$ cat src/design/async_tx_pkg.sv
package async_tx_pkg;

  // Register byte addresses on the APB (one aligned word each)
  localparam logic [7:0] status_control_addr = 8'h00;
  localparam logic [7:0] holding_buffer_addr = 8'h04;
  localparam logic [7:0] baud_divisor_addr = 8'h08;
  localparam logic [7:0] receive_control_addr = 8'h0C;
  localparam logic [7:0] irq_flags_addr = 8'h10;
  localparam logic [7:0] irq_enables_addr = 8'h14;

  // Field positions in the transmit status/control register
  localparam int ninth_bit_pos = 0;
  localparam int shift_empty_pos = 1;
  localparam int high_speed_pos = 2;
  localparam int sync_select_pos = 4;
  localparam int enable_pos = 5;
  localparam int nine_bit_pos = 6;
  localparam int clock_source_pos = 7;

  // Serial port enable in the receive status/control register
  localparam int port_enable_pos = 7;

  // Buffer-empty flag and its enable in the flag/enable registers
  localparam int buffer_empty_pos = 4;

  // Values after reset
  localparam logic [7:0] status_control_reset = 8'h02;
  localparam logic [7:0] byte_reset = 8'h00;

  // Baud ticks per bit, less one, in the two speed modes
  localparam logic [5:0] ticks_high_speed = 6'h0F;
  localparam logic [5:0] ticks_low_speed = 6'h3F;

  // Bits in a frame beyond the start bit: data (8 or 9) plus stop
  localparam logic [3:0] bits_eight = 4'h9;
  localparam logic [3:0] bits_nine = 4'hA;

  // Transmitter states, one-hot
  typedef enum logic [2:0]
  {
    st_idle = 3'b001,
    st_wait_tick = 3'b010,
    st_shift = 3'b100
  } tx_state_t;

endpackage

$ cat src/design/async_serial_transmitter.sv
// Summary of operation
// RL1 - Frame: start, eight or nine data, stop
// RL2 - Data leaves least significant bit first
// RL3 - Bit timing from eight-bit baud divisor
// RL4 - Speed select picks x16 or x64 ticks
// RL5 - No hardware parity; ninth bit from software
// RL6 - Sleep halts all transmitter activity; the code still aborts and floats the pin on a disable while asleep
// RL7 - Transmitter runs only with synchronous select clear
// RL8 - Shift register reloads only after stop bit
// RL9 - Transfer in one cycle sets buffer-empty flag
// RL10 - Flag sets regardless of its enable bit
// RL11 - Only a buffer write clears the flag
// RL12 - Shift-empty status bit reads one when empty
// RL13 - Setting enable also sets buffer-empty flag
// RL14 - Shifting waits for data and a tick
// RL15 - Data first, enable afterwards also starts
// RL16 - Empty shift register takes byte at once
// RL17 - Clearing enable aborts and floats the pin
// RL18 - Ninth bit sampled at buffer transfer
// RL19 - Software writes ninth bit before data
// RL20 - Software follows the documented setup order
// RL21 - Port enable needed before pin acts
// RL22 - Idle high, start low, stop high
//
// The register addresses and register access over APB were left to the implementer.
`timescale 1ns/1ps
`default_nettype none
module async_serial_transmitter
  import async_tx_pkg::*;
(
  input wire logic pclk,
  input wire logic presetn,
  input wire logic psel,
  input wire logic penable,
  input wire logic pwrite,
  input wire logic [7:0] paddr,
  input wire logic [31:0] pwdata,
  output logic [31:0] prdata,
  output logic pready,
  output logic pslverr,
  input wire logic sleep,
  output logic transmit_pin_out,
  output logic transmit_pin_oe,
  output logic tx_irq
);

  // Software-visible state
  logic clock_source_r; // Kept for read-back only
  logic nine_bit_select_r;
  logic transmit_enable_bit_r;
  logic sync_select_r;
  logic baud_high_speed_select_r;
  logic ninth_tx_bit_r;
  logic [7:0] tx_holding_buffer_r;
  logic holding_full_r; // Buffer holds a byte not yet moved
  logic [7:0] baud_divisor_value_r;
  logic [7:0] receive_status_control_r;
  logic tx_buffer_empty_flag_r;
  logic tx_buffer_empty_irq_enable_r;

  // Transmitter state
  tx_state_t state_r;
  logic [9:0] tx_shift_reg_r; // Data bits then stop bit
  logic [3:0] bits_left_r;
  logic [7:0] baud_count_r;
  logic [5:0] tick_count_r;
  logic baud_tick; // One cycle pulse per divided clock

  // Sleep pin comes from outside; two flops before use
  logic sleep_meta_r;
  logic sleep_sync_r;

  // Combined qualifiers
  logic active; // Enabled and asynchronous
  logic apb_write;
  logic apb_read;
  logic buffer_write;
  logic load_now;
  logic bit_done;

  assign apb_write = psel && penable && pwrite;
  assign apb_read = psel && penable && !pwrite;
  assign buffer_write = apb_write && (paddr == holding_buffer_addr);
  assign active = transmit_enable_bit_r && !sync_select_r; // RL7
  assign bit_done = baud_tick && (tick_count_r == 6'h00);

  // Load the shift register only when idle or the stop bit is done
  assign load_now = active && holding_full_r &&
    ((state_r == st_idle) ||
     (state_r == st_shift && bit_done && bits_left_r == 4'h0)); // RL8

  // Synchroniser for sleep
  always_ff @(posedge pclk or negedge presetn)
  begin
    if (!presetn)
    begin
      sleep_meta_r <= 1'b0;
      sleep_sync_r <= 1'b0;
    end
    else
    begin
      sleep_meta_r <= sleep;
      sleep_sync_r <= sleep_meta_r;
    end
  end

  // Control register writes
  always_ff @(posedge pclk or negedge presetn)
  begin
    if (!presetn)
    begin
      clock_source_r <= status_control_reset[clock_source_pos];
      nine_bit_select_r <= status_control_reset[nine_bit_pos];
      transmit_enable_bit_r <= status_control_reset[enable_pos];
      sync_select_r <= status_control_reset[sync_select_pos];
      baud_high_speed_select_r <= status_control_reset[high_speed_pos];
      ninth_tx_bit_r <= status_control_reset[ninth_bit_pos];
      baud_divisor_value_r <= byte_reset;
      receive_status_control_r <= byte_reset;
      tx_buffer_empty_irq_enable_r <= 1'b0;
    end
    else if (apb_write)
    begin
      // Address decode; unmapped writes are dropped
      if (paddr == status_control_addr)
      begin
        clock_source_r <= pwdata[clock_source_pos];
        nine_bit_select_r <= pwdata[nine_bit_pos];
        transmit_enable_bit_r <= pwdata[enable_pos];
        sync_select_r <= pwdata[sync_select_pos];
        baud_high_speed_select_r <= pwdata[high_speed_pos];
        ninth_tx_bit_r <= pwdata[ninth_bit_pos]; // RL5
      end
      else if (paddr == baud_divisor_addr)
      begin
        baud_divisor_value_r <= pwdata[7:0];
      end
      else if (paddr == receive_control_addr)
      begin
        receive_status_control_r <= pwdata[7:0];
      end
      else if (paddr == irq_enables_addr)
      begin
        tx_buffer_empty_irq_enable_r <= pwdata[buffer_empty_pos];
      end
    end
  end

  // Holding buffer; a write fills it, a transfer empties it
  always_ff @(posedge pclk or negedge presetn)
  begin
    if (!presetn)
    begin
      tx_holding_buffer_r <= byte_reset;
      holding_full_r <= 1'b0;
    end
    else if (buffer_write)
    begin
      tx_holding_buffer_r <= pwdata[7:0];
      holding_full_r <= 1'b1; // RL15
    end
    else if (load_now && !sleep_sync_r)
    begin
      holding_full_r <= 1'b0; // RL9
    end
  end

  // Buffer-empty flag: hardware set wins over the buffer-write clear
  always_ff @(posedge pclk or negedge presetn)
  begin
    if (!presetn)
    begin
      tx_buffer_empty_flag_r <= 1'b0;
    end
    else if (load_now && !sleep_sync_r)
    begin
      tx_buffer_empty_flag_r <= 1'b1; // RL9 RL10
    end
    else if (apb_write && paddr == status_control_addr &&
             pwdata[enable_pos] && !transmit_enable_bit_r)
    begin
      tx_buffer_empty_flag_r <= 1'b1; // RL13
    end
    else if (buffer_write)
    begin
      tx_buffer_empty_flag_r <= 1'b0; // RL11
    end
  end

  // Baud generator: divisor+1 cycles per tick
  always_ff @(posedge pclk or negedge presetn)
  begin
    if (!presetn)
    begin
      baud_count_r <= byte_reset;
      baud_tick <= 1'b0;
    end
    else if (!active || sleep_sync_r)
    begin
      // Stopped while disabled or asleep
      baud_count_r <= byte_reset; // RL6
      baud_tick <= 1'b0;
    end
    else if (baud_count_r >= baud_divisor_value_r)
    begin
      baud_count_r <= byte_reset; // RL3
      baud_tick <= 1'b1;
    end
    else
    begin
      baud_count_r <= baud_count_r + 8'h01;
      baud_tick <= 1'b0;
    end
  end

  // Transmit state machine
  always_ff @(posedge pclk or negedge presetn)
  begin
    if (!presetn)
    begin
      state_r <= st_idle;
      tx_shift_reg_r <= 10'h3FF;
      bits_left_r <= 4'h0;
      tick_count_r <= 6'h00;
      transmit_pin_out <= 1'b1;
    end
    else if (!active)
    begin
      // Abort: reset transmitter, pin floats
      state_r <= st_idle; // RL17
      bits_left_r <= 4'h0;
      tick_count_r <= 6'h00;
      transmit_pin_out <= 1'b1;
    end
    else if (!sleep_sync_r) // RL6
    begin
      case (state_r)
        st_idle:
        begin
          transmit_pin_out <= 1'b1; // RL22
          if (load_now)
          begin
            // Ninth bit sampled here; stop bit appended
            tx_shift_reg_r <= nine_bit_select_r ?
              {1'b1, ninth_tx_bit_r, tx_holding_buffer_r} :
              {2'b11, tx_holding_buffer_r}; // RL1 RL18
            bits_left_r <= nine_bit_select_r ? bits_nine : bits_eight;
            state_r <= st_wait_tick; // RL16
          end
        end
        st_wait_tick:
        begin
          // Start bit begins on the first baud tick
          if (baud_tick)
          begin
            transmit_pin_out <= 1'b0; // RL14 RL22
            tick_count_r <= baud_high_speed_select_r ?
              ticks_high_speed : ticks_low_speed; // RL4
            state_r <= st_shift;
          end
        end
        st_shift:
        begin
          if (baud_tick && tick_count_r != 6'h00)
          begin
            tick_count_r <= tick_count_r - 6'h01;
          end
          else if (bit_done)
          begin
            if (bits_left_r != 4'h0)
            begin
              // Next bit, least significant first; stop is last
              transmit_pin_out <= tx_shift_reg_r[0]; // RL2 RL22
              tx_shift_reg_r <= {1'b1, tx_shift_reg_r[9:1]};
              bits_left_r <= bits_left_r - 4'h1;
              tick_count_r <= baud_high_speed_select_r ?
                ticks_high_speed : ticks_low_speed; // RL4
            end
            else if (load_now)
            begin
              // Back to back: next start bit at once
              tx_shift_reg_r <= nine_bit_select_r ?
                {1'b1, ninth_tx_bit_r, tx_holding_buffer_r} :
                {2'b11, tx_holding_buffer_r}; // RL8 RL18
              bits_left_r <= nine_bit_select_r ? bits_nine : bits_eight;
              transmit_pin_out <= 1'b0;
              tick_count_r <= baud_high_speed_select_r ?
                ticks_high_speed : ticks_low_speed;
            end
            else
            begin
              transmit_pin_out <= 1'b1;
              state_r <= st_idle;
            end
          end
        end
        default:
        begin
          state_r <= st_idle;
        end
      endcase
    end
  end

  // Pin is driven only while enabled, asynchronous, port enabled
  always_ff @(posedge pclk or negedge presetn)
  begin
    if (!presetn)
    begin
      transmit_pin_oe <= 1'b0;
    end
    else
    begin
      transmit_pin_oe <= active &&
        receive_status_control_r[port_enable_pos]; // RL17 RL21
    end
  end

  // Interrupt request: flag gated by its enable
  always_ff @(posedge pclk or negedge presetn)
  begin
    if (!presetn)
    begin
      tx_irq <= 1'b0;
    end
    else
    begin
      tx_irq <= tx_buffer_empty_flag_r && tx_buffer_empty_irq_enable_r;
    end
  end

  // APB read data, registered in the setup cycle; no wait states
  always_ff @(posedge pclk or negedge presetn)
  begin
    if (!presetn)
    begin
      prdata <= 32'h0000_0000;
      pready <= 1'b0;
      pslverr <= 1'b0;
    end
    else
    begin
      pready <= psel && !penable;
      pslverr <= 1'b0;
      prdata <= 32'h0000_0000;
      if (psel && !penable && !pwrite)
      begin
        if (paddr == status_control_addr)
        begin
          prdata[7:0] <= {clock_source_r, nine_bit_select_r,
            transmit_enable_bit_r, sync_select_r, 1'b0,
            baud_high_speed_select_r,
            (state_r == st_idle), ninth_tx_bit_r}; // RL12
        end
        else if (paddr == holding_buffer_addr)
        begin
          prdata[7:0] <= tx_holding_buffer_r;
        end
        else if (paddr == baud_divisor_addr)
        begin
          prdata[7:0] <= baud_divisor_value_r;
        end
        else if (paddr == receive_control_addr)
        begin
          prdata[7:0] <= receive_status_control_r;
        end
        else if (paddr == irq_flags_addr)
        begin
          prdata[buffer_empty_pos] <= tx_buffer_empty_flag_r;
        end
        else if (paddr == irq_enables_addr)
        begin
          prdata[buffer_empty_pos] <= tx_buffer_empty_irq_enable_r;
        end
        else
        begin
          pslverr <= 1'b1; // Unmapped read
        end
      end
      else if (psel && !penable)
      begin
        if (paddr != status_control_addr && paddr != holding_buffer_addr &&
            paddr != baud_divisor_addr && paddr != receive_control_addr &&
            paddr != irq_flags_addr && paddr != irq_enables_addr)
        begin
          pslverr <= 1'b1; // Unmapped write
        end
      end
    end
  end

endmodule
`default_nettype wire

$ cat config.mk
export PLATFORM = sky130hd
export DESIGN_NAME = async_serial_transmitter
export DESIGN_NICKNAME = d
export VERILOG_FILES = /design/src/design/async_tx_pkg.sv /design/src/design/async_serial_transmitter.sv
export SDC_FILE = /design/constraint.sdc
export NUM_CORES = 1
export LEC_CHECK = 0
export BUFFER_PORTS_ARGS = -buffer_cell sky130_fd_sc_hd__buf_2
export CAP_MARGIN = 10
export CORE_UTILIZATION = 55
export DETAILED_ROUTE_END_ITERATION = 10
export GPL_TIMING_DRIVEN = 0
export PLACE_DENSITY = 0.9
export SYNTH_ARGS = -nofsm -noshare
export SYNTH_HDL_FRONTEND = slang
export SYNTH_SLANG_ARGS = --single-unit
$ cat constraint.sdc
create_clock -name pclk -period 3.15 [get_ports pclk]
set_input_delay 0.4725 -clock pclk [delete_from_list [all_inputs] [get_ports pclk]]
set_output_delay 0.4725 -clock pclk [all_outputs]
set_load 0.05 [all_outputs]
Word level (Yosys, flattened, before mapping)
Index checks and enable logic that the tools add are counted.
W data, S select, Z words.
{"block": "classes", "magnitude_cmp": 1, "mux": 67, "mul": 0, "reduce_logical": 49, "n_bitwise": 4, "n_shift": 0, "add_sub_neg": 3, "n_div": 0, "eq_ne": 27}
{"op": "$mux W6", "count": 8}
{"op": "$mux W8", "count": 6}
{"op": "$mux W10", "count": 4}
{"op": "$mux W4", "count": 7}
{"op": "$mux W3", "count": 9}
{"op": "$mux W1", "count": 26}
{"op": "$logic_and A1 B1 Y1", "count": 23}
{"op": "$pmux W10 S2", "count": 1}
{"op": "$reduce_and A5 Y1", "count": 4}
{"op": "$ne A3 B3 Y1 const B", "count": 6}
{"op": "$eq A8 B4 Y1 const B", "count": 2}
{"op": "$eq A8 B5 Y1 const B", "count": 2}
{"op": "$ne A8 B4 Y1 const B", "count": 2}
{"op": "$ne A8 B5 Y1 const B", "count": 2}
{"op": "$pmux W6 S2", "count": 1}
{"op": "$mux W9", "count": 1}
{"op": "$pmux W3 S3", "count": 1}
{"op": "$add A8 B1 Y8 const B", "count": 1}
{"op": "$eq A8 B3 Y1 const B", "count": 1}
{"op": "$ge A8 B8 Y1", "count": 1}
{"op": "$logic_not A8 Y1", "count": 1}
{"op": "$ne A8 B3 Y1 const B", "count": 1}
{"op": "$pmux W4 S2", "count": 1}
{"op": "$reduce_and A4 Y1", "count": 2}
{"op": "other kinds (25)", "count": 38}
{"block": "word_totals", "rom_bits": 0, "register_bits": 80, "latch_bits": 0, "in_bits": 46, "ram_bits": 0, "memories": 0}

Depth between registers and ports, before layout
Gate-level depths: netlist of the first run.
{"block": "logic_depth", "word_depth": 13, "mapped_depth": 8, "ltp_nobuf": 6}

Worst setup path before layout of the first run
No wires, ideal clock.
{"block": "synth_path", "path_type": "flip-flop to flip-flop", "start": "register tick_count_r[0]", "end": "register bits_left_r[1]", "arrival_time_ns": 1.903, "required_ns": 3.028, "path_slack_ns": 1.125, "path_stages_with_launch": 8, "path_cell_list": "dfrtp_1 -> inv_1 -> ha_1 -> nor4b_2 -> nand4_1 -> buf_2 -> or3_1 -> a32o_1"}
{"block": "synth_via", "elab_chain_len": 13, "word_cells_on_any_way": 18, "classes_between": "eq/ne (2); mux (7); reduce/logical (9)"}
{"item": "start: declaration", "line": "async_serial_transmitter.sv:66", "text": "logic [5:0] tick_count_r;"}
{"item": "start signal: assignment", "line": "async_serial_transmitter.sv:257", "text": "tick_count_r <= baud_high_speed_select_r ?"}
{"item": "start signal: assignment", "line": "async_serial_transmitter.sv:266", "text": "tick_count_r <= tick_count_r - 6'h01;"}
{"item": "start signal: assignment", "line": "async_serial_transmitter.sv:276", "text": "tick_count_r <= baud_high_speed_select_r ?"}
{"item": "$logic_not A6 Y1", "line": "async_serial_transmitter.sv:85", "text": "assign bit_done = baud_tick && (tick_count_r == 6'h00);"}
{"item": "$logic_and A1 B1 Y1", "line": "async_serial_transmitter.sv:85"}
{"item": "$logic_and A1 B1 Y1 (2 in a row)", "line": "async_serial_transmitter.sv:90", "text": "(state_r == st_shift && bit_done && bits_left_r == 4'h0));"}
{"item": "$logic_or A1 B1 Y1", "line": "async_serial_transmitter.sv:89", "text": "((state_r == st_idle) ||"}
{"item": "$logic_and A1 B1 Y1", "line": "async_serial_transmitter.sv:88", "text": "assign load_now = active && holding_full_r &&"}
{"item": "$mux W4 (4 in a row)"}
{"item": "$pmux W4 S2"}
{"item": "$mux W4 (2 in a row)"}
{"item": "end signal: assignment", "line": "async_serial_transmitter.sv:247", "text": "bits_left_r <= nine_bit_select_r ? bits_nine : bits_eight;"}
{"item": "end signal: assignment", "line": "async_serial_transmitter.sv:275", "text": "bits_left_r <= bits_left_r - 4'h1;"}
{"item": "end signal: assignment", "line": "async_serial_transmitter.sv:285", "text": "bits_left_r <= nine_bit_select_r ? bits_nine : bits_eight;"}
{"item": "end: declaration", "line": "async_serial_transmitter.sv:64", "text": "logic [3:0] bits_left_r;"}
Several ways; a longest one is shown, not always the timed one. The select of a mux whose other input is x is not followed.
A chain may end at the register's enable or synchronous reset.

Final worst setup path of the first run
Same ends and word-level chain as after synthesis.

==> run summary, run 1 <==
Ys flop type = dfrtp_1
Relative slew margins = 36.34%
Final hold slack = 0.2181 ns
Yosys warnings = 0
DPL Wire Length = 7743 um
Crit-path cells = inv_1 -> ha_1 -> nor4b_2 -> nand4_1 -> buf_2 -> or3_1 -> a32o_1
Worst slack, placed = 0.7815 ns
Post-Route WL = 10790 um
Final Cycle Share = 77.49%
Setup TNS = 0 ns
IO Pins = 83
Fin nets = 543
Num CTS Buffers = 9
First-pass GRT wire length = 17040 um
Hold Violations, Final = 0
Via count = 3658
Peak supply drop = 194.5 uV
Post-route DRC = 0
Largest net degree at the start of global routing = 70
Crit path buf inv count = 2
# diodes = 0
Site Rows = 33
Setup crit end kind = flop
First drt pass iteration count = 5
Worst skew pair latency = 0.37 ns
Synth unique cells = 77
Switching share of power = 28.78%
GRT Util Overall = 25.57%
Clk sink count = 80
1st-iter DRT viols = 289
Arr. time, crit path = 2.69 ns
Fmax = 0.4097 GHz
Chip height = 93.59 um
Die ar. = 8758 sq um
Status = completed
Reg clk slew, reported paths = 0.09 ns
Starting Density = 56.43%
Fin util = 63.82%
Int Power = 0.001426 W
Asr flop ratio synth = 100.0%
Clk root buf = clkbuf_8
Vias in the first global route = 3444
Seq/Total Area, Yosys = 43.72%
Finished layout cell area = 5218 sq um
Crit path max fanout = 10
Crit path max-delay cell type = nor4b_2
Placed cell area = 5021 sq um
Max-capacitance violation count = 0
Max Slew Vio Count = 0
Net Switching = 0.0005761 W
Core ar. = 8175 sq um
Grt total ovfl = 0
Kind of critical path = flop to flop
Clk pwr share = 36.5%
Mean Syn Cell Area = 11.04 sq um
DR vias/cell = 6.138
Post-synth EDFFs = 0
Worst Skew = 0.01692 ns
CP top delay family = simple AND/OR/NAND/NOR gates
Pwr/cell area = 383.6 nW/um^2
Cells after Synth = 418
CTS Buffer Depth = 2
WP data required = 3.40 ns
Hold crit path type = input pin to flop
Unrepaired setup endpoints after global routing = false
Final WS setup = 0.7091 ns
Register bit count reported by yosys = 80
Sequential share of power = 52.7%
Worst Tran Pin Value = 0.9400 ns
Routed WL per cell = 18.10 um
Gpl congestion = 0.9259
H-Tree Depth = 3
Initial antenna violation count = 0
CP startpoint kind = flop
Fraction of layout cells with a size suffix above 1 = 30.14%
Area grow syn2layout = 13.10%
Leak = 2.494 nW
Postcts setup bufs = 0
Setup violators final = 0
Mapped cell area = 4613 sq um
Post-layout min period = 2.441 ns
Largest stage delay on the critical path = 0.41 ns
Die Span X = 93.59 um
CTS tree = done
Logic pwr share = 10.7%
ANT nets after route = 0
Fill cell count = 598
Port Buf Inserts = 32
kinds of logic after synthesis:
logic type      synth area share, %
flops                         43.72
compound gates                13.40
xor+xnor                      1.329
simple gates                  17.22
buf+inv                       7.947
fa+ha+maj                     2.983
mux                           13.32
other cells                 0.08129
sequential cells by signal, summed over array words and instances (netlist names), 3 cells and up:
signal                    cells
baud_count_r                  8
baud_divisor_value_r          8
bits_left_r                   4
prdata                        8
receive_status_control_r      8
state_r                       3
tick_count_r                  6
tx_holding_buffer_r           8
tx_shift_reg_r               10
power by group through the flow:
stage / sequential, W / combinational (W) / clock [W]
after detailed placement: 0.00107 / 0.000211 / 0
after floorplan: 0.00107 / 0.000146 / 0
after global placement: 0.00107 / 0.000201 / 0
final: 0.00106 / 0.000215 / 0.000731
after CTS: 0.00106 / 0.000214 / 0.000739
after global routing: 0.00106 / 0.000231 / 0.000779
cells in the mapped netlist, drive strengths merged (7+ instances only):
master,count,area share [%]
a21oi,20,2.2
a32oi,9,1.7
and3,10,1.4
buf,34,5.1
clkbuf,10,0.81
dfrtp,68,37
dfstp,12,6.8
ha,11,3.0
inv,25,2.0
mux2,32,8.4
mux2i,7,1.5
mux4,7,3.4
nand2,16,1.4
nand3,14,1.8
nor2,20,1.6
nor2b,9,1.2
o21ai,13,1.4
o221ai,8,1.5
per-stage QoR:
stage               power (W)  cells
finish               0.002002    596
floorplan            0.001221    441
global route         0.002068    596
global placement     0.001275    578
detailed placement   0.001286    579
CTS                  0.002008    596
final cells by class:
| type | count | area (sq um) | area share (%) |
|---|---|---|---|
| repair buffers | 34 | 200.2 | 3.837 |
| well taps | 105 | 131.4 | 2.518 |
| inverters | 25 | 93.84 | 1.799 |
| flip-flops and latches | 80 | 2017 | 38.66 |
| plain buffers | 44 | 272.8 | 5.228 |
| clock inverters | 6 | 48.80 | 0.9353 |
| clock buffers | 10 | 137.6 | 2.638 |
| multi-input cells | 292 | 2316 | 44.39 |
metal layers:
| layer | part of all wire (%) | GRT usage [%] | wire (um) |
|---|---|---|---|
| met1 | 40 | 32.19 | 4331 |
| met2 | 50 | 42.40 | 5358 |
| met3 | 7.2 | 5.610 | 774 |
| met4 | 3.0 | 10.90 | 320 |
| met5 | 0 | 0 | 0 |
path summary, 6_finish.rpt:
kind / start / end / slack (ns) / depth (start not counted)
setup / recovery: tick_count_r[0] / bits_left_r[1] / 0.71 / 7
hold / removal: sleep / sleep_meta_r / 0.22 / 1
setup reg to reg: tick_count_r[0] / bits_left_r[1] / 0.71 / 7
hold reg to reg: sleep_meta_r / sleep_sync_r / 0.36 / 0
max in group asynchronous: presetn / tx_shift_reg_r[3] / 2.04 / 3
min in group asynchronous: presetn / state_r[2] / 0.48 / 2
cell usage in the layout (no fill, tap or decap), types with 13 or more instances in the layout:
master   count
mux2_2      23
buf_4       25
a21oi_1     20
nand2_1     15
dfrtp_1     68
buf_2       39
inv_1       25
nor2_1      20
nand3_1     13
conb_1      24
timing repair:
action,CTS,global route
hold buffers,1,0
hold endpoints to repair,9,0
gates resized for setup,0,0
Note: power is estimated with default switching activity, not from simulation.
==> run 2, diff against run 1 <==
ABC_AREA = 1   (was not set)
CORE_UTILIZATION = 51   (was 55)
PLACE_DENSITY = 0.88   (was 0.9)
clock period = 2.2 ns   (was 3.15 ns; I/O delays follow)
==> run summary, run 2 <==
Post-route DRC = 0
Commonest cells after routing, fill and taps aside = 139 x nand2_1, 86 x inv_1, 68 x dfrtp_1
Mapped cell area = 4452 sq um
Chip height = 95.43 um
H-Tree Depth = 3
Met1 usage in global routing = 29.18%
Kind of critical path = flop to flop
Clk sink count = 80
First drt pass iteration count = 5
Starting Density = 53.38%
Arr. time, crit path = 2.25 ns
Routed WL per cell = 13.66 um
Register bit count reported by yosys = 80
Worst setup endpoint = tick_count_r[5]
ANT nets after route = 0
Synth unique cells = 41
Worst R2R End = tick_count_r[5]
Reg2reg path depth = 13
Relative slew margins = 51.25%
DPL Wire Length = 7409 um
Setup crit end kind = flop
Yosys top cell by area = dfrtp_1
Site Rows = 33
Net Switching = 0.001725 W
Post-synth EDFFs = 0
Mean Syn Cell Area = 7.992 sq um
Ys flop type = dfrtp_1
Pwr/cell area = 885.9 nW/um^2
Worst Skew = 0.01187 ns
Cells after Synth = 557
Fill cell count = 698
Clk pwr share = 22.1%
Max-capacitance violation count = 0
Die Span X = 95.43 um
Setup TNS = 0 ns
Crit path max fanout = 9
Gpl congestion = 0.8802
Max reg flops = 10
Initial antenna violation count = 0
Count leader, synth = nand2_1
CTS tree = done
Top-area cell type share of the netlist area = 38.22%
First-pass GRT wire length = 16950 um
Core ar. = 8341 sq um
CTS Buffer Depth = 2
Seq/Total Area, Yosys = 45.31%
Int Power = 0.002775 W
Final hold slack = 0.09558 ns
Grt total ovfl = 0
Die ar. = 9107 sq um
# diodes = 0
Clk root buf = clkbuf_8
Most common cell after layout, fill and taps aside = nand2_1
Port Buf Inserts = 34
Crit Reg-Reg Startpoint = tick_count_r[0]
1st-iter DRT viols = 296
Met3 usage = 6.380%
Max Slew Vio Count = 0
Leak = 2.661 nW
Unrepaired setup endpoints after global routing = false
DR vias/cell = 5.193
Worst skew pair latency = 0.35 ns
GRT Util Overall = 24.32%
CP startpoint kind = flop
Vias in the first global route = 3729
Most instantiated cells after synthesis = 139 x nand2_1, 86 x inv_1, 68 x dfrtp_1
Postcts setup bufs = 0
Final Cycle Share = 91.27%
Fin nets = 684
IO Pins = 83
Worst Tran Pin Value = 0.7305 ns
Logic pwr share = 34.3%
Num CTS Buffers = 9
Peak supply drop = 392.5 uV
Yosys warnings = 0
Fraction of layout cells with a size suffix above 1 = 19.94%
Fmax = 0.4980 GHz
WP data required = 2.44 ns
Reg clk slew, reported paths = 0.08 ns
Switching share of power = 38.33%
Worst Setup SP = tick_count_r[0]
Sequential share of power = 43.5%
Status = completed
Hold crit path type = input pin to flop
Hold Violations, Final = 0
Asr flop ratio synth = 100.0%
Biggest register = tx_shift_reg_r
Grt met2 use = 42.74%
Largest net degree at the start of global routing = 76
Area grow syn2layout = 14.08%
Setup violators final = 0
Post-Route WL = 10070 um
Via count = 3827
Post-layout min period = 2.008 ns
Synth top area cells = dfrtp_1 38%, nand2_1 12%, inv_1 7.3%, dfstp_2 7.1%, o21ai_0 5.4%
Gr busiest metal = met2
FF-to-FF setup slack = 0.19 ns
-- run 2: cell types whose count changed in the layout (fill, tap and decap cells not counted), sizes merged, moves of 13 or more --
cell	delta
nor2	+22
nand3	+13
mux2	-32
nand2	+130
inv	+67
o21ai	+37
-- run 2: power groups by stage --
stage / logic [W] / clock network (W) / registers, W
CTS: 0.00152 / 0.00102 / 0.00195
global route: 0.00175 / 0.00108 / 0.00199
detailed placement: 0.00151 / 0 / 0.00197
floorplan: 0.00118 / 0 / 0.00197
finish: 0.00154 / 0.000996 / 0.00196
global placement: 0.00143 / 0 / 0.00196
-- run 2: through the flow --
stage | instances | power, W | cell area, sq um | utilization, % | setup WS [ns]
after floorplan | 580 | 0.003153 | 4538 | - | 0.5483
after global placement | 719 | 0.003396 | 4840 | 58.03 | 0.2950
after detailed placement | 720 | 0.003485 | 4870 | 58.39 | 0.1828
after CTS | 737 | 0.004488 | 5064 | 60.71 | 0.1576
after global routing | 737 | 0.004816 | 5079 | 60.89 | 0.01301
final | 737 | 0.004499 | 5079 | 60.89 | 0.1920
-- run 2: layout make-up --
type                            instances  area (sq um)  share of cell area [%]
Clock inverter                          4         28.78                  0.5666
Sequential cell                        80          2017                   39.71
Buffer                                 31         229.0                   4.509
Timing Repair Buffer                   36         210.2                   4.139
Multi-Input combinational cell        374          1941                   38.21
Clock buffer                           12         155.1                   3.055
Inverter                               95         366.6                   7.219
Tap cell                              105         131.4                   2.587
-- run 2: worst min path at each step --
stage	start	end	slack, ns	cells past startpoint
5_1_grt	sleep	sleep_meta_r	0.09	1
4_1_cts	sleep	sleep_meta_r	0.09	1
3_3_place_gp	sleep_meta_r	sleep_sync_r	0.35	0
6_report	sleep	sleep_meta_r	0.1	1
2_1_floorplan	presetn	baud_count_r[0]	0.03	0
3_5_place_dp	presetn	tick_count_r[2]	0.16	1
-- run 2: metal layers --
metal  vias to the layer above  part of all wire [%]
met5                         -                     0
met4                         0                   1.6
met3                        18                   6.4
met2                       139                    50
met1                      1813                    42
li1                       1857                     -
-- run 2: timing repair --
action / in CTS / in global routing
hold endpoints to repair: 5 / 0
resized for setup: 0 / 5
setup endpoints to repair: 0 / 17
hold buffers: 1 / 0
-- run 2: logic make-up (layout without fill, tap and decap cells) --
kind of cell	count (synthesis)	after routing	synth area share (%)
simple gates	233	233	23.89
buf+inv	126	178	13.38
compound gates	96	96	12.25
flops	80	80	45.31
fa+ha+maj	11	11	3.092
xor+xnor	9	9	1.771
other cells	1	24	0.08424
mux	1	1	0.2249
-- run 2: worst max-delay path, cell delays in order (launching register included) --
cell     delay, ns
dfrtp_1       0.39
inv_1         0.12
ha_1          0.17
inv_1         0.08
nor2_4        0.11
nand4_1       0.20
nand2_2       0.17
nand3_4       0.14
nand2_2       0.13
nand2_2       0.07
nand2_4       0.10
nand2_4       0.08
nand2_1       0.07
nand2_1       0.05
==> run 3, diff against run 2 <==
GPL_TIMING_DRIVEN = not set   (was 0)
==> run summary, run 3 (synthesized netlist as in run 2, its figures left out) <==
Max-capacitance violation count = 0
Max reg flops = 10
Die Span X = 95.43 um
Max Slew Vio Count = 0
Hold crit path type = input pin to flop
Peak supply drop = 433.4 uV
ANT nets after route = 0
Chip height = 95.43 um
Largest stage delay on the critical path = 0.38 ns
Clk sink count = 80
1st-iter DRT viols = 283
Commonest cells after routing, fill and taps aside = 139 x nand2_1, 86 x inv_1, 68 x dfrtp_1
Status = completed
IO Pins = 83
Most common cell on crit path = nand2_2
Site Rows = 33
Grt total ovfl = 0
CP startpoint kind = flop
Setup crit end kind = flop
Vias in the first global route = 3630
Worst Tran Pin Value = 0.8073 ns
Worst Skew = 0.01668 ns
CTS Buffer Depth = 2
Worst skew pair latency = 0.37 ns
DR vias/cell = 5.349
Fin nets = 660
FF-to-FF setup slack = 0.18 ns
Initial antenna violation count = 0
Placed cell area = 4648 sq um
Crit path buf inv count = 2
Reg clk slew, reported paths = 0.08 ns
Cell depth of the worst setup path = 13
Post-Route WL = 9864 um
Crit path max fanout = 14
Core ar. = 8341 sq um
Worst setup endpoint = tick_count_r[2]
GRT Util Overall = 23.86%
Routed WL per cell = 13.83 um
Via count = 3814
H-Tree Depth = 3
Crit path max-delay cell type = dfrtp_1
Crit Reg-Reg Startpoint = tick_count_r[0]
Clk root buf = clkbuf_8
Num CTS Buffers = 9
Most common cell after layout, fill and taps aside = nand2_1
Worst R2R End = tick_count_r[2]
Reg2reg path depth = 13
Fmax = 0.4945 GHz
Final Cycle Share = 91.91%
Setup TNS = 0 ns
First-pass GRT wire length = 16620 um
CTS tree = done
Post-layout min period = 2.022 ns
Arr. time, crit path = 2.28 ns
Worst Setup SP = tick_count_r[0]
Finished layout cell area = 4938 sq um
Hold Violations, Final = 0
# diodes = 0
Kind of critical path = flop to flop
CP top delay family = simple AND/OR/NAND/NOR gates
Largest net degree at the start of global routing = 60
Post-route DRC = 0
Port Buf Inserts = 34
Setup violators final = 0
Area grow syn2layout = 10.93%
Leak = 2.561 nW
WP data required = 2.46 ns
Crit-path cells = inv_1 -> ha_1 -> inv_1 -> nor2_2 -> nand4_1 -> nand2_2 -> nand3_4 -> nand2_2 -> nand2_2 -> nand2_4 -> nand2_4 -> nand2_1 -> nand2_1
Fraction of layout cells with a size suffix above 1 = 16.78%
Biggest register = tx_shift_reg_r
Fin util = 59.21%
Unrepaired setup endpoints after global routing = false
Relative slew margins = 46.13%
Gpl congestion = 0.8943
Die ar. = 9107 sq um
Pwr/cell area = 960.2 nW/um^2
First drt pass iteration count = 6
Starting Density = 53.38%
DPL Wire Length = 7056 um
[run 3: final cells by class]
type	count	area, sq um
Fill cell	695	3402
Inverter	95	366.6
Multi-Input combinational cell	374	1931
Tap cell	105	131.4
Sequential cell	80	2017
Timing Repair Buffer	43	255.2
Clock inverter	5	86.33
Clock buffer	11	151.4
[run 3: timing repair]
item	4_1_cts	5_1_grt
endpoints found under the setup margin	0	22
hold endpoints to repair	14	0
buffers inserted	0	5
resized for setup	0	2
hold buffers	1	0
[run 3: power by group]
group / internal (W) / leakage, nW / switching, W
clock network: 0.000709 / 0.120 / 0.000568
logic: 0.000493 / 1.42 / 0.00102
registers: 0.00178 / 1.02 / 0.000180
[run 3: worst min path at each step]
stage	startpoint	slack [ns]	endpoint	cells after the start
6_report	sleep	0.08	sleep_meta_r	1
5_1_grt	sleep	0.07	sleep_meta_r	1
3_3_place_gp	presetn	0.23	tick_count_r[3]	1
2_1_floorplan	presetn	0.03	baud_count_r[0]	0
4_1_cts	sleep	0.08	sleep_meta_r	1
3_5_place_dp	presetn	0.24	transmit_pin_oe	1
[run 3: per-stage QoR]
| step | total power [W] | std cells | hold WS [ns] | setup slack, ns |
|---|---|---|---|---|
| after detailed placement | 0.003426 | 691 | 0.2365 | 0.1396 |
| after CTS | 0.004697 | 708 | 0.07626 | 0.08679 |
| after global routing | 0.005046 | 713 | 0.06838 | 0.009094 |
| after floorplan | 0.003153 | 580 | 0.03441 | 0.5483 |
| final | 0.004742 | 713 | 0.07949 | 0.1779 |
| after global placement | 0.003343 | 691 | 0.2310 | 0.2633 |
[run 3: routing by layer]
metal  part of all wire (%)  global-route usage [%]
met5                      0                       0
met2                     49                   39.46
met4                    3.3                   9.577
met1                     41                   30.15
met3                    6.2                   5.582
